File: config.mk
export PLATFORM = sky130hd
export DESIGN_NAME = ubr_top
export DESIGN_NICKNAME = d
export VERILOG_FILES = /design/src/rtl/ubr_pkg.sv /design/src/rtl/ubr_fifo_mem.sv /design/src/rtl/ubr_top.sv
export VERILOG_INCLUDE_DIRS = /design/src /design/src/rtl
export SDC_FILE = /design/constraint.sdc
export NUM_CORES = 1
export LEC_CHECK = 0
export BUFFER_PORTS_ARGS = -buffer_cell sky130_fd_sc_hd__buf_2
export CAP_MARGIN = 20
export CORE_MARGIN = 2
export CORE_UTILIZATION = 60
export DETAILED_ROUTE_END_ITERATION = 6
export PLACE_DENSITY = 0.87
export SKIP_LAST_GASP = 1
export SYNTH_ARGS = -nofsm -noshare
export SYNTH_HDL_FRONTEND = slang
export SYNTH_HIERARCHICAL = 1
export SYNTH_SLANG_ARGS = --single-unit
File: constraint.sdc
create_clock -name i_clk -period 4.4 [get_ports i_clk]
set_clock_uncertainty 0.05 [all_clocks]
set_input_delay 0.44 -clock i_clk [delete_from_list [all_inputs] [get_ports i_clk]]
set_output_delay 0.44 -clock i_clk [all_outputs]
set_load 0.01 [all_outputs]
File: src/rtl/ubr_regs.svh
`ifndef UBR_REGS_SVH
`define UBR_REGS_SVH

// Register byte offsets
`define UBR_OFS_STATUS   8'h00
`define UBR_OFS_CTRL1    8'h04
`define UBR_OFS_CTRL2    8'h08
`define UBR_OFS_BAUD     8'h0c
`define UBR_OFS_DATA     8'h10
`define UBR_OFS_COUNT    8'h14

// Control register one fields
`define UBR_C1_UART_EN   0
`define UBR_C1_RX_EN     1
`define UBR_C1_WORD9     2
`define UBR_C1_PAR_EN    3
`define UBR_C1_PTYPE_LO  4
`define UBR_C1_STOP2     6
`define UBR_C1_BRK_REQ   7
`define UBR_C1_RX8       8

// Control register two fields
`define UBR_C2_RIE       0
`define UBR_C2_TRIG_LO   1

// Status register fields
`define UBR_SR_RXIF      0
`define UBR_SR_OERR      1
`define UBR_SR_NOISE     2
`define UBR_SR_FERR      3
`define UBR_SR_PERR      4
`define UBR_SR_RIDLE     5
`define UBR_SR_TIDLE     6

// Reset values
`define UBR_RST_CTRL1    8'h00
`define UBR_RST_CTRL2    3'h0
`define UBR_RST_BAUD     16'h0000

// Timing counts and receive buffer depth
`define UBR_OVS_LAST     4'hf
`define UBR_SMP_A        4'h7
`define UBR_SMP_B        4'h8
`define UBR_SMP_C        4'h9
`define UBR_BRK_LAST     4'hc
`define UBR_FIFO_DEPTH   3'h4

`endif

File: src/rtl/ubr_pkg.sv
package ubr_pkg;
  typedef enum logic [1:0] {
    UBR_TX_IDLE  = 2'b00,
    UBR_TX_START = 2'b01,
    UBR_TX_BRK   = 2'b10,
    UBR_TX_STOP  = 2'b11
  } ubr_tx_state_t;

  typedef enum logic [2:0] {
    UBR_RX_HUNT  = 3'b000,
    UBR_RX_START = 3'b001,
    UBR_RX_DATA  = 3'b010,
    UBR_RX_STOP  = 3'b011,
    UBR_RX_STOP2 = 3'b100,
    UBR_RX_WAITH = 3'b101
  } ubr_rx_state_t;

  typedef logic [15:0] ubr_word_t;
  typedef logic [10:0] ubr_entry_t;
endpackage

File: src/rtl/ubr_fifo_mem.sv
`timescale 1ns/1ps
module ubr_fifo_mem (
  input  wire logic              i_clk,
  input  wire logic              i_we,
  input  wire logic [1:0]        i_waddr,
  input  wire ubr_pkg::ubr_entry_t i_wdata,
  input  wire logic [1:0]        i_raddr,
  output ubr_pkg::ubr_entry_t    o_rdata
);
  import ubr_pkg::*;

  ubr_entry_t mem_r [4];
  ubr_entry_t q_r;

  always_ff @(posedge i_clk) begin
    if (i_we) begin
      mem_r[i_waddr] <= i_wdata;
    end
  end

  // Write-through keeps the head word fresh when a word lands in an empty buffer
  always_ff @(posedge i_clk) begin
    if (i_we && (i_waddr == i_raddr)) begin
      q_r <= i_wdata;
    end else begin
      q_r <= mem_r[i_raddr];
    end
  end

  assign o_rdata = q_r;
endmodule // ubr_fifo_mem

File: src/rtl/ubr_top.sv
// Summary of operation
// - Break request held over divisor-plus-one clocks while transmitter idle starts break.
// - Break is start bit, then thirteen-times-N low bits, then stop bits.
// - Sending break never raises a transmit interrupt.
// - Break repeats while requested; after clear, finish character then one or two stops.
// - Receive 8 or 9 bit words; ninth bit readable in control register one.
// - Recovery runs at sixteen times baud; shift register advances once per bit.
// - Each bit level is the majority of three pin samples.
// - Serial data shifts in least significant bit first.
// - After stop sample, completed word moves into the buffer if room.
// - Buffer holds four words while a fifth shifts; read via shared data register.
// - Setting receive enable starts start-bit hunting.
// - Data-available flag while buffer non-empty; count readable.
// - Interrupt when enabled and fill reaches trigger level, or on overrun.
// - Overrun, noise flags clear after status access then data read, or on UART disable; available clears when buffer empties.
// - Fifth word into full buffer sets overrun, keeps buffer, discards word.
// - Break ends as framing error with zero data, data-available and idle set.
// - After break, wait for high line before hunting for next start.
// - Receiver-idle low from start detect to stop read, high otherwise.
// - Noise sets noise flag with the word push, no extra interrupt.
// - Low stop bit sets framing error, both checked with two stops; stored per word.
// - Parity error only for enabled odd or even parity; stored per word.
//
// Implementation choices: the placing of the registers and the strobed register port.
`timescale 1ns/1ps
`include "ubr_regs.svh"
module ubr_top (
  input  wire logic             i_clk,
  input  wire logic             i_rstn,
  input  wire logic [7:0]       i_addr,
  input  wire ubr_pkg::ubr_word_t i_wdata,
  input  wire logic             i_wr,
  input  wire logic             i_rd,
  output ubr_pkg::ubr_word_t    o_rdata,
  input  wire logic             i_rx,
  output logic                  o_tx,
  output logic                  o_irq
);
  import ubr_pkg::*;

  //////////////////////////////////////////////////////////////////////////////
  // Functions

  function automatic logic maj3(input logic a, input logic b, input logic c);
    maj3 = (a & b) | (a & c) | (b & c);
  endfunction

  function automatic logic [3:0] inc4(input logic [3:0] v);
    inc4 = v + 4'h1;
  endfunction

  //////////////////////////////////////////////////////////////////////////////
  // Registers and decode

  logic [7:0]    ctrl1_r;
  logic [2:0]    ctrl2_r;
  logic [15:0]   baud_r;
  logic          oerr_r;
  logic          noise_r;
  logic          stat_seen_r;
  ubr_word_t     rdata_r;
  logic          irq_r;
  logic          tx_r;

  wire uart_en   = ctrl1_r[`UBR_C1_UART_EN];
  wire rx_en     = ctrl1_r[`UBR_C1_RX_EN];
  wire word9     = ctrl1_r[`UBR_C1_WORD9];
  wire par_en    = ctrl1_r[`UBR_C1_PAR_EN];
  wire [1:0] ptype = ctrl1_r[`UBR_C1_PTYPE_LO +: 2];
  wire stop2     = ctrl1_r[`UBR_C1_STOP2];
  wire brk_req   = ctrl1_r[`UBR_C1_BRK_REQ];
  wire rie       = ctrl2_r[`UBR_C2_RIE];
  wire [1:0] trig = ctrl2_r[`UBR_C2_TRIG_LO +: 2];

  wire sel_stat  = (i_addr == `UBR_OFS_STATUS);
  wire sel_c1    = (i_addr == `UBR_OFS_CTRL1);
  wire sel_c2    = (i_addr == `UBR_OFS_CTRL2);
  wire sel_baud  = (i_addr == `UBR_OFS_BAUD);
  wire sel_data  = (i_addr == `UBR_OFS_DATA);
  wire sel_cnt   = (i_addr == `UBR_OFS_COUNT);
  wire stat_rd   = i_rd && sel_stat;
  wire data_rd   = i_rd && sel_data;

  //////////////////////////////////////////////////////////////////////////////
  // Receive buffer

  logic [1:0] head_r;
  logic [1:0] tail_r;
  logic [2:0] count_r;
  ubr_entry_t head_q;
  ubr_entry_t push_word;
  logic       push;

  wire fifo_full  = (count_r == `UBR_FIFO_DEPTH);
  wire fifo_empty = (count_r == 3'h0);
  wire do_push    = push && !fifo_full;
  wire do_pop     = data_rd && !fifo_empty;
  wire [1:0] head_nxt = uart_en ? head_r + {1'b0, do_pop} : 2'h0;  // Head fresh after a pop
  wire overrun    = push && fifo_full;

  ubr_fifo_mem u_mem (
    .i_clk   (i_clk),
    .i_we    (do_push),
    .i_waddr (tail_r),
    .i_wdata (push_word),
    .i_raddr (head_nxt),
    .o_rdata (head_q)
  );

  always_ff @(posedge i_clk or negedge i_rstn) begin
    if (!i_rstn) begin
      head_r  <= 2'h0;
      tail_r  <= 2'h0;
      count_r <= 3'h0;
    end else if (!uart_en) begin
      head_r  <= 2'h0;
      tail_r  <= 2'h0;
      count_r <= 3'h0;
    end else begin
      if (do_push) tail_r <= tail_r + 2'h1;
      head_r <= head_nxt;
      count_r <= count_r + {2'h0, do_push} - {2'h0, do_pop};
    end
  end

  //////////////////////////////////////////////////////////////////////////////
  // Oversampling tick, sixteen per bit time

  logic [15:0] bd_cnt_r;
  wire tick = uart_en && (bd_cnt_r == baud_r);

  always_ff @(posedge i_clk or negedge i_rstn) begin
    if (!i_rstn) bd_cnt_r <= 16'h0000;
    else if (!uart_en || tick) bd_cnt_r <= 16'h0000;
    else bd_cnt_r <= bd_cnt_r + 16'h0001;
  end

  //////////////////////////////////////////////////////////////////////////////
  // Break transmitter

  ubr_tx_state_t tx_st_r;
  logic [3:0]    tx_os_r;
  logic [3:0]    tx_bit_r;
  logic [16:0]   hold_r;
  wire tx_idle   = (tx_st_r == UBR_TX_IDLE);
  wire brk_armed = (hold_r == ({1'b0, baud_r} + 17'h00001));
  wire tx_bitend = tick && (tx_os_r == `UBR_OVS_LAST);

  always_ff @(posedge i_clk or negedge i_rstn) begin
    if (!i_rstn) hold_r <= 17'h00000;
    else if (!(uart_en && brk_req && tx_idle)) hold_r <= 17'h00000;
    else if (!brk_armed) hold_r <= hold_r + 17'h00001;
  end

  // No transmit flag is touched here, so break frames raise no interrupt.
  always_ff @(posedge i_clk or negedge i_rstn) begin
    if (!i_rstn) begin
      tx_st_r  <= UBR_TX_IDLE;
      tx_os_r  <= 4'h0;
      tx_bit_r <= 4'h0;
      tx_r     <= 1'b1;
    end else if (!uart_en) begin
      tx_st_r  <= UBR_TX_IDLE;
      tx_r     <= 1'b1;
    end else begin
      if (tick) tx_os_r <= inc4(tx_os_r);
      unique case (tx_st_r)
        UBR_TX_IDLE: begin
          tx_r <= 1'b1;
          if (brk_armed && tick) begin  // Tick-aligned so the start bit is full length
            tx_st_r <= UBR_TX_START;
            tx_os_r <= 4'h0;
            tx_r    <= 1'b0;
          end
        end
        UBR_TX_START: begin
          if (tx_bitend) begin
            tx_st_r  <= UBR_TX_BRK;
            tx_bit_r <= 4'h0;
          end
        end
        UBR_TX_BRK: begin
          if (tx_bitend) begin
            tx_bit_r <= inc4(tx_bit_r);
            if (tx_bit_r == `UBR_BRK_LAST) begin
              tx_bit_r <= 4'h0;
              if (!brk_req) begin
                tx_st_r <= UBR_TX_STOP;
                tx_r    <= 1'b1;
              end
            end
          end
        end
        UBR_TX_STOP: begin
          if (tx_bitend) begin
            tx_bit_r <= inc4(tx_bit_r);
            if (tx_bit_r == {3'h0, stop2}) tx_st_r <= UBR_TX_IDLE;
          end
        end
      endcase
    end
  end

  //////////////////////////////////////////////////////////////////////////////
  // Receiver

  logic          rx_m_r;
  logic          rx_s_r;
  logic          rx_p_r;
  ubr_rx_state_t rx_st_r;
  logic [3:0]    rx_os_r;
  logic [3:0]    rx_bit_r;
  logic [1:0]    smp_r;
  logic [8:0]    shreg_r;
  logic          frm_noise_r;
  logic          stop_ok_r;

  wire rx_fall   = rx_p_r && !rx_s_r;
  wire bit_dec   = tick && (rx_os_r == `UBR_SMP_C);
  wire maj       = maj3(smp_r[0], smp_r[1], rx_s_r);
  wire smp_noise = !((smp_r[0] == smp_r[1]) && (smp_r[1] == rx_s_r));
  wire [3:0] nbits = word9 ? 4'h9 : 4'h8;
  wire [8:0] word  = word9 ? shreg_r : {1'b0, shreg_r[8:1]};
  wire par_bad   = par_en && !ptype[1] && ((^word) != ptype[0]);
  wire ridle     = (rx_st_r == UBR_RX_HUNT) || (rx_st_r == UBR_RX_WAITH);
  wire stop_bad  = !maj || (rx_st_r == UBR_RX_STOP2 && !stop_ok_r);
  wire last_stop = bit_dec && ((rx_st_r == UBR_RX_STOP2) ||
                               (rx_st_r == UBR_RX_STOP && !stop2));

  assign push      = last_stop;
  assign push_word = {par_bad, stop_bad, word};

  // Only the second and third stages feed logic; the first stage settles metastability
  always_ff @(posedge i_clk or negedge i_rstn) begin
    if (!i_rstn) begin
      rx_m_r <= 1'b1;
      rx_s_r <= 1'b1;
      rx_p_r <= 1'b1;
    end else begin
      rx_m_r <= i_rx;
      rx_s_r <= rx_m_r;
      rx_p_r <= rx_s_r;
    end
  end

  always_ff @(posedge i_clk or negedge i_rstn) begin
    if (!i_rstn) begin
      rx_st_r     <= UBR_RX_HUNT;
      rx_os_r     <= 4'h0;
      rx_bit_r    <= 4'h0;
      smp_r       <= 2'h0;
      shreg_r     <= 9'h000;
      frm_noise_r <= 1'b0;
      stop_ok_r   <= 1'b0;
    end else if (!uart_en || !rx_en) begin
      rx_st_r <= UBR_RX_HUNT;
    end else begin
      if (tick) rx_os_r <= inc4(rx_os_r);
      if (tick && rx_os_r == `UBR_SMP_A) smp_r[0] <= rx_s_r;
      if (tick && rx_os_r == `UBR_SMP_B) smp_r[1] <= rx_s_r;
      if (bit_dec && rx_st_r != UBR_RX_HUNT && rx_st_r != UBR_RX_WAITH)
        frm_noise_r <= frm_noise_r | smp_noise;
      unique case (rx_st_r)
        UBR_RX_HUNT: begin
          if (rx_fall) begin
            rx_st_r     <= UBR_RX_START;
            rx_os_r     <= 4'h0;
            frm_noise_r <= 1'b0;
          end
        end
        UBR_RX_START: begin
          if (bit_dec) begin
            rx_bit_r <= 4'h0;
            rx_st_r  <= maj ? UBR_RX_HUNT : UBR_RX_DATA;
          end
        end
        UBR_RX_DATA: begin
          if (bit_dec) begin
            shreg_r  <= {maj, shreg_r[8:1]};
            rx_bit_r <= inc4(rx_bit_r);
            if (inc4(rx_bit_r) == nbits) rx_st_r <= UBR_RX_STOP;
          end
        end
        UBR_RX_STOP: begin
          if (bit_dec) begin
            stop_ok_r <= maj;
            if (stop2) rx_st_r <= UBR_RX_STOP2;
            else rx_st_r <= maj ? UBR_RX_HUNT : UBR_RX_WAITH;
          end
        end
        UBR_RX_STOP2: begin
          if (bit_dec) rx_st_r <= maj ? UBR_RX_HUNT : UBR_RX_WAITH;
        end
        UBR_RX_WAITH: begin
          // A held-low line after a break must never count as a new start
          if (rx_s_r) rx_st_r <= UBR_RX_HUNT;
        end
        default: rx_st_r <= UBR_RX_HUNT;
      endcase
    end
  end

  //////////////////////////////////////////////////////////////////////////////
  // Status flags and software access

  wire flag_clr = data_rd && stat_seen_r;
  always_ff @(posedge i_clk or negedge i_rstn) begin
    if (!i_rstn) begin
      oerr_r      <= 1'b0;
      noise_r     <= 1'b0;
      stat_seen_r <= 1'b0;
    end else if (!uart_en) begin
      oerr_r      <= 1'b0;
      noise_r     <= 1'b0;
      stat_seen_r <= 1'b0;
    end else begin
      if (stat_rd) stat_seen_r <= 1'b1;
      else if (data_rd) stat_seen_r <= 1'b0;
      // A new event in the clearing cycle wins
      oerr_r  <= overrun | (oerr_r & !flag_clr);
      noise_r <= (do_push & (frm_noise_r | smp_noise)) | (noise_r & !flag_clr);
    end
  end

  always_ff @(posedge i_clk or negedge i_rstn) begin
    if (!i_rstn) begin
      ctrl1_r <= `UBR_RST_CTRL1;
      ctrl2_r <= `UBR_RST_CTRL2;
      baud_r  <= `UBR_RST_BAUD;
    end else if (i_wr) begin
      if (sel_c1) begin
        ctrl1_r <= i_wdata[7:0];
        // Disabling clears receive enable and break request with it
        if (!i_wdata[`UBR_C1_UART_EN]) begin
          ctrl1_r[`UBR_C1_RX_EN]   <= 1'b0;
          ctrl1_r[`UBR_C1_BRK_REQ] <= 1'b0;
        end
      end
      if (sel_c2) ctrl2_r <= i_wdata[2:0];
      if (sel_baud) baud_r <= i_wdata;
    end
  end

  wire rxif = !fifo_empty;
  wire [15:0] stat_val = {9'h000, !tx_idle ? 1'b0 : 1'b1, ridle,
                          head_q[10] & rxif, head_q[9] & rxif,
                          noise_r, oerr_r, rxif};
  wire [15:0] c1_val   = {7'h00, head_q[8] & word9 & rxif, ctrl1_r};
  wire [15:0] rd_mux   = sel_stat ? stat_val :
                         sel_c1   ? c1_val :
                         sel_c2   ? {13'h0000, ctrl2_r} :
                         sel_baud ? baud_r :
                         sel_data ? (rxif ? {8'h00, head_q[7:0]} : 16'h0000) :
                         sel_cnt  ? {13'h0000, count_r} : 16'h0000;
  wire trig_hit = (count_r >= ({1'b0, trig} + 3'h1));

  always_ff @(posedge i_clk or negedge i_rstn) begin
    if (!i_rstn) begin
      rdata_r <= 16'h0000;
      irq_r   <= 1'b0;
    end else begin
      rdata_r <= i_rd ? rd_mux : 16'h0000;
      irq_r   <= uart_en && rie && (trig_hit || oerr_r);
    end
  end

  assign o_rdata = rdata_r;
  assign o_irq   = irq_r;
  assign o_tx    = tx_r;
endmodule // ubr_top

==> Word-level counts from Yosys, hierarchy flattened <==
Memories as Yosys holds them, arrays and structs flattened. A register that Yosys moved wholly into a read port is not among the register bits.
Cells that the tools add are included.
{ "classes": {"magnitude_cmp": 1, "bitwise_logic": 16, "n_eq_ne": 50, "n_reduce_logical": 62, "n_addsub": 12, "mux": 72} }
{ "op_table": {"columns": ["operator", "n"], "rows": [
  ["2-to-1 mux 16 bit", 6],
  ["2-to-1 mux 4 bit", 12],
  ["2-to-1 mux 3 bit", 12],
  ["2-to-1 mux 17 bit", 2],
  ["!= test 3 bit, second input constant", 10],
  ["2-to-1 mux 2 bit", 13],
  ["logical AND 1 bit", 25],
  ["2-to-1 mux 1 bit", 19],
  ["case mux 3 bit (6 select lines)", 1],
  ["adder 16 x 1 -> 17 bit, second input constant", 1],
  ["adder 17 x 1 -> 17 bit, second input constant", 1],
  ["== test 17 bit", 1],
  ["adder 16 x 1 -> 16 bit, second input constant", 1],
  ["adder 4 x 1 -> 4 bit, second input constant", 4],
  ["== test 16 bit", 1],
  ["== test 4 bit, second input constant", 4],
  ["== test 8 x 4 -> 1 bit, second input constant", 2],
  ["== test 8 x 5 -> 1 bit, second input constant", 2],
  ["2-to-1 mux 8 bit", 2],
  ["!= test 3 x 2 -> 1 bit, second input constant", 5],
  ["AND reduction 7 bit", 2],
  ["!= test 2 bit, second input constant", 6],
  ["case mux 4 bit (3 select lines)", 1],
  ["logical NOT 1 bit", 11],
  ["37 further kinds", 69]
]} }
{ "totals": {"mem_bits_rw": 44, "mem_count": 1, "out_inout_bits": 18, "input_bits": 29, "elab_cells": 242, "reg_bits": 125} }
{ "mem_list": {"columns": ["name", "depth", "width", "read_ports", "rd_ports_with_merged_regs", "write_ports", "line_no", "text"], "rows": [
  ["u_mem.mem_r", 4, 11, 1, 1, 1, "ubr_fifo_mem.sv:12", "ubr_entry_t mem_r [4];"]
]} }

==> Logic depth before layout (Yosys ltp) <==
{ "depth": {"depth_word": 8, "mapped_depth": 15, "mapped_depth_nobuf": 13} }

==> By module <==
The synthesis kept the hierarchy.
{ "modules_own_cells": {"columns": ["module", "seq_area_each_um2", "area_each_um2", "instances", "cells_per_inst"], "rows": [
  ["ubr_top", 3133.0, 7278.2, 1, 747],
  ["ubr_fifo_mem", 1361.3, 1660.3, 1, 63]
]} }

==> Worst setup path after synthesis <==
No wires, ideal clock.
{ "synth_timing": {"kind": "register to register", "start": "register baud_r[8]", "end": "memory u_mem/mem_r[0][0] (netlist name), enable pin", "setup_time_ps": 396, "t_required_ps": 3954, "path_stages_with_launch": 9, "n_path_buf": 2, "period_less_slack_ps": 3546, "path_slack_ps": 854, "t_arrival_ps": 3100, "cell_sequence": "dfrtp_1 clkbuf_1 xor2_1 nor4_1 nand4_1 or2_2 clkbuf_1 nor3b_1 nor3b_1"} }
{ "synth_between": {"elab_chain_len": 7} }
{ "synth_lines": {"columns": ["item", "line_no", "text"], "rows": [
  ["start, declared", "ubr_top.sv:57", "logic [15:0] baud_r;"],
  ["start signal, assigned", "ubr_top.sv:329", "baud_r <= `UBR_RST_BAUD;"],
  ["start signal, assigned", "ubr_top.sv:340", "if (sel_baud) baud_r <= i_wdata;"],
  ["== test 16 bit", "ubr_top.sv:130", "wire tick = uart_en && (bd_cnt_r == baud_r);"],
  ["logical AND 1 bit", "ubr_top.sv:130", null],
  ["logical AND 1 bit", "ubr_top.sv:219", "wire bit_dec = tick && (rx_os_r == `UBR_SMP_C);"],
  ["logical AND 1 bit", "ubr_top.sv:227", "wire last_stop = bit_dec && ((rx_st_r == UBR_RX_STOP2) ||"],
  ["logical AND 1 bit", "ubr_top.sv:96", "wire do_push = push && !fifo_full;"],
  ["named net do_push", "ubr_top.sv:96", null],
  ["2-to-1 mux 1 bit", "ubr_fifo_mem.sv:16", "if (i_we) begin"],
  ["2-to-1 mux 1 bit (not written as such)", "ubr_fifo_mem.sv:17", "mem_r[i_waddr] <= i_wdata;"],
  ["end, declared", "ubr_fifo_mem.sv:12", null]
]} }
The timed path passes the listed nets, and every way through them passes these cells.

==> Final worst setup path <==
{ "layout_timing": {"start": "register baud_r[0]", "end": "register tx_st_r[0]"} }
{ "layout_between": {"elab_chain_len": 5, "word_cells_on_any_way": 11, "classes_between": "add/sub: 1; eq/ne: 6; reduce/logical: 4"} }
{ "layout_lines": {"columns": ["item", "line_no", "text"], "rows": [
  ["adder 16 x 1 -> 17 bit / == test 16 bit (equally long branches)", "ubr_top.sv:146, ubr_top.sv:130", null],
  ["== test 17 bit / logical AND 1 bit (equally long branches)", "ubr_top.sv:146, ubr_top.sv:130", null],
  ["logical AND 1 bit (on tied branches)", "ubr_top.sv:170, ubr_top.sv:147", null],
  ["!= test 3 x 2 -> 1 bit (no source line) / != test 3 bit (equally long branches)", null, null],
  ["AND reduction 7 bit (no source line) *", null, null],
  ["end signal, assigned", "ubr_top.sv:158", "tx_st_r <= UBR_TX_IDLE;"],
  ["end signal, assigned", "ubr_top.sv:171", "tx_st_r <= UBR_TX_START;"],
  ["end signal, assigned", "ubr_top.sv:178", "tx_st_r <= UBR_TX_BRK;"],
  ["end, declared", "ubr_top.sv:141", "ubr_tx_state_t tx_st_r;"]
]} }
Mark *: on every way between the ends. The rest lies on a longest branch, timed or not.
A chain may end at the register's enable or synchronous reset.

==> reports/metrics.csv <==
metric;value;unit
RSZ-0062 raised after global routing;no;
Pleak;4.32;nW
DRT iter0 DRCs;618;
worst r2r src;baud_r[0];
CP arrival;4030;ps
MaxCap Viol Count;0;
Residual DRC;0;
share of flip-flops with an asynchronous set or reset;73.1;%
CTS Root Buffer Type;clkbuf_16;
clk slew on worst S/H paths;60;ps
GRT Util Overall;26.8;%
Core Rows;44;
Final Critical Period;3780;ps
vias in the first global route;6530;
Post-Route WL;20200;µm
Initial Util;61.5;%
Die Area;15900;µm²
crit path max fanout;13;
layout cell share with drive strength beyond 1;17.3;%
failing checks;negative hold slack;
H-Tree Depth;4;
TritonCTS Buffers;17;
Seq/Total Area, Yosys;50.3;%
Area growth syn-to-layout;10.1;%
Max Transition Viols Final;0;
register bit total from synthesis;171;
Max clock buf depth;2;
via count;6517;
Setup Viol. Count Final;0;
largest net degree at the start of global routing;53;
num ports;47;
first-pass GRT wire length;33400;µm
Net Sw Frac;29.7;%
highest clock rate;265;MHz
worst r2r path cells;9;
Comb pwr share;18.8;%
core area;14500;µm²
switching power;1.23;mW
fin nets;900;
Post-Syn Area;8940;µm²
Slew @ Worst Pin;964;ps
Final Hold Vio Count;4;
R2R Path End;tx_st_r[0];
I/O Buffers;46;
CTS tree;built;
Die Ht;126;µm
crit path launch type;register;
postcts setup bufs;0;
top_reg_cell synth;dfrtp_1;
Syn. warnings;6;
post-route ant nets;0;
CTS Hold Bufs;0;
grt total ovfl;0;
hold crit path type;input port to asynchronous set/reset pin;
internal power;2.91;mW
RD Place Congestion;0.856;
part of the power in registers;45.9;%
Fill cells;1050;
P per Cell Area;420;nW/µm²
post-synth cell types;71;
Worst-Skew Late Latency;430;ps
post-CTS resize count;0;
ANT cells;0;
Worst Path Required;4660;ps
clock sink count;171;
Avg Inst Size Synth;11.0;µm²
post-route cell area;9840;µm²
Final Hold Slack;-6.63;ps
synthesized instance count;810;
Worst slew margin;35.2;%
HPWL reported at the end of detailed placement;13600;µm
number of enable flip-flop cells after synthesis;44;
crit end category;register;
status;complete, but fails checks;
Reg2Reg Setup Slack;620;ps
wire per inst;19.4;µm
via/cell ratio;6.25;
Final TNS setup;0;ps
chip width;126;µm
initial antenna violation count;0;
most frequent cells in the layout;dfrtp_1, nor2_1, nand2_1;
DP Area;9270;µm²
Max IR drop VDD;0.317;mV
syn_nets;864;
kind of critical path;register to register;
crit share post-route;85.8;%
most common cell after layout, fill and taps aside;dfrtp_1;
DR pass1 iterations;7;
power share of the clock group;35.3;%
layer usage:
layer	track usage, %	wire [µm]	vias up
li1	-	-	3018
met1	33.4	8230	3202
met2	46.0	10300	234
met3	5.27	1110	63
met4	11.1	607	0
met5	0	0	-
registers in the layout (all words and copies together), names as in the netlist, 3 cells and up, named ones only:
signal / flops
u_mem/mem_r: 44
hold_r: 17
baud_r: 16
bd_cnt_r: 16
o_rdata: 16
shreg_r: 9
ctrl1_r: 8
rx_bit_r: 4
rx_os_r: 4
tx_bit_r: 4
tx_os_r: 4
count_r: 3
ctrl2_r: 3
rx_st_r: 3
critical path, cell delays in order (launching register included):
cell       delay [ps]
dfrtp_1           500
ha_1              290
nand3_1           350
or3_1             430
a2111oi_0         620
nor3_1            100
nor3_1            400
nand4_1           300
a21bo_2           280
a211oi_1          340
synth_stat cells, types with 5 or more instances:
library cell    n  area (µm²)
dfrtp_1       121        3030
nand2_1        49         184
o21ai_0        33         165
o21ai_1         5        25.0
mux2_2         45         507
edfxtp_1       44        1320
nor2b_1        10        62.6
and2_1         14        87.6
xnor2_1        22         193
a211oi_1        5        37.5
nand4_1        15        93.8
nand3_1        30         150
clkbuf_1       27         101
buf_2           5        25.0
ha_1           24         300
a222oi_1        5        50.1
xor2_1         44         385
nor3_1         21         105
mux4_2         10         225
and3_1         12        75.1
or3_1          15        93.8
o31ai_1        13        97.6
or4_1           9        67.6
a21oi_1        36         180
nor3b_1         7        52.6
nor4_1          8        50.1
inv_1          24        90.1
nor2_1         62         233
nand2b_1       16         100
per-stage QoR:
step	instances	util (%)	power, mW	setup slack (ps)
2_1_floorplan	810	-	2.48	854
3_3_place_gp	1011	63.8	2.63	1040
3_5_place_dp	1011	63.8	2.67	840
4_1_cts	1043	67.7	4.14	806
5_1_grt	1043	67.7	4.33	435
6_report	1043	67.7	4.13	623
how the worst max path moves through the flow:
stage          depth (start not counted)  slack [ps]  startpoint                 to
5_1_grt                               10         440   baud_r[0]         hold_r[15]
3_3_place_gp                          10        1040   baud_r[0]         hold_r[15]
6_report                               9         620   baud_r[0]         tx_st_r[0]
2_1_floorplan                          8         850   baud_r[8]  u_mem/mem_r[0][0]
4_1_cts                               10         810   baud_r[0]         hold_r[15]
3_5_place_dp                          10         840   baud_r[0]         hold_r[15]
area by class of cell:
cell class              instances  area (µm²)  area share (%)
repair buffers                 56         308            3.13
inverters                      24        90.1           0.915
clock buffers                  24         472            4.79
clock inverters                 8        97.6           0.992
well taps                     184         230            2.34
flip-flops and latches        171        4490            45.7
multi-input cells             576        4150            42.2
power by group through the flow:
stage	Sequential (mW)	Clock, mW	Combinational [mW]
floorplan	1.84	0	0.635
global placement	1.91	0	0.720
detailed placement	1.91	0	0.754
CTS	1.89	1.48	0.769
global route	1.91	1.54	0.876
finish	1.90	1.46	0.776
cells by family (layout without fill, tap and decap cells):
logic type | Yosys count | after routing | share of synthesized area (%)
AO/OA/AOI/OAI | 132 | 132 | 9.46
multiplexers | 60 | 60 | 8.93
flip-flops | 171 | 171 | 50.3
AND/OR/NAND/NOR | 291 | 291 | 17.5
adder cells (fa/ha/maj) | 25 | 25 | 3.58
buffers and inverters | 63 | 112 | 3.29
XOR/XNOR | 68 | 68 | 6.98
No activity file was read; power rests on OpenSTA's default activity.
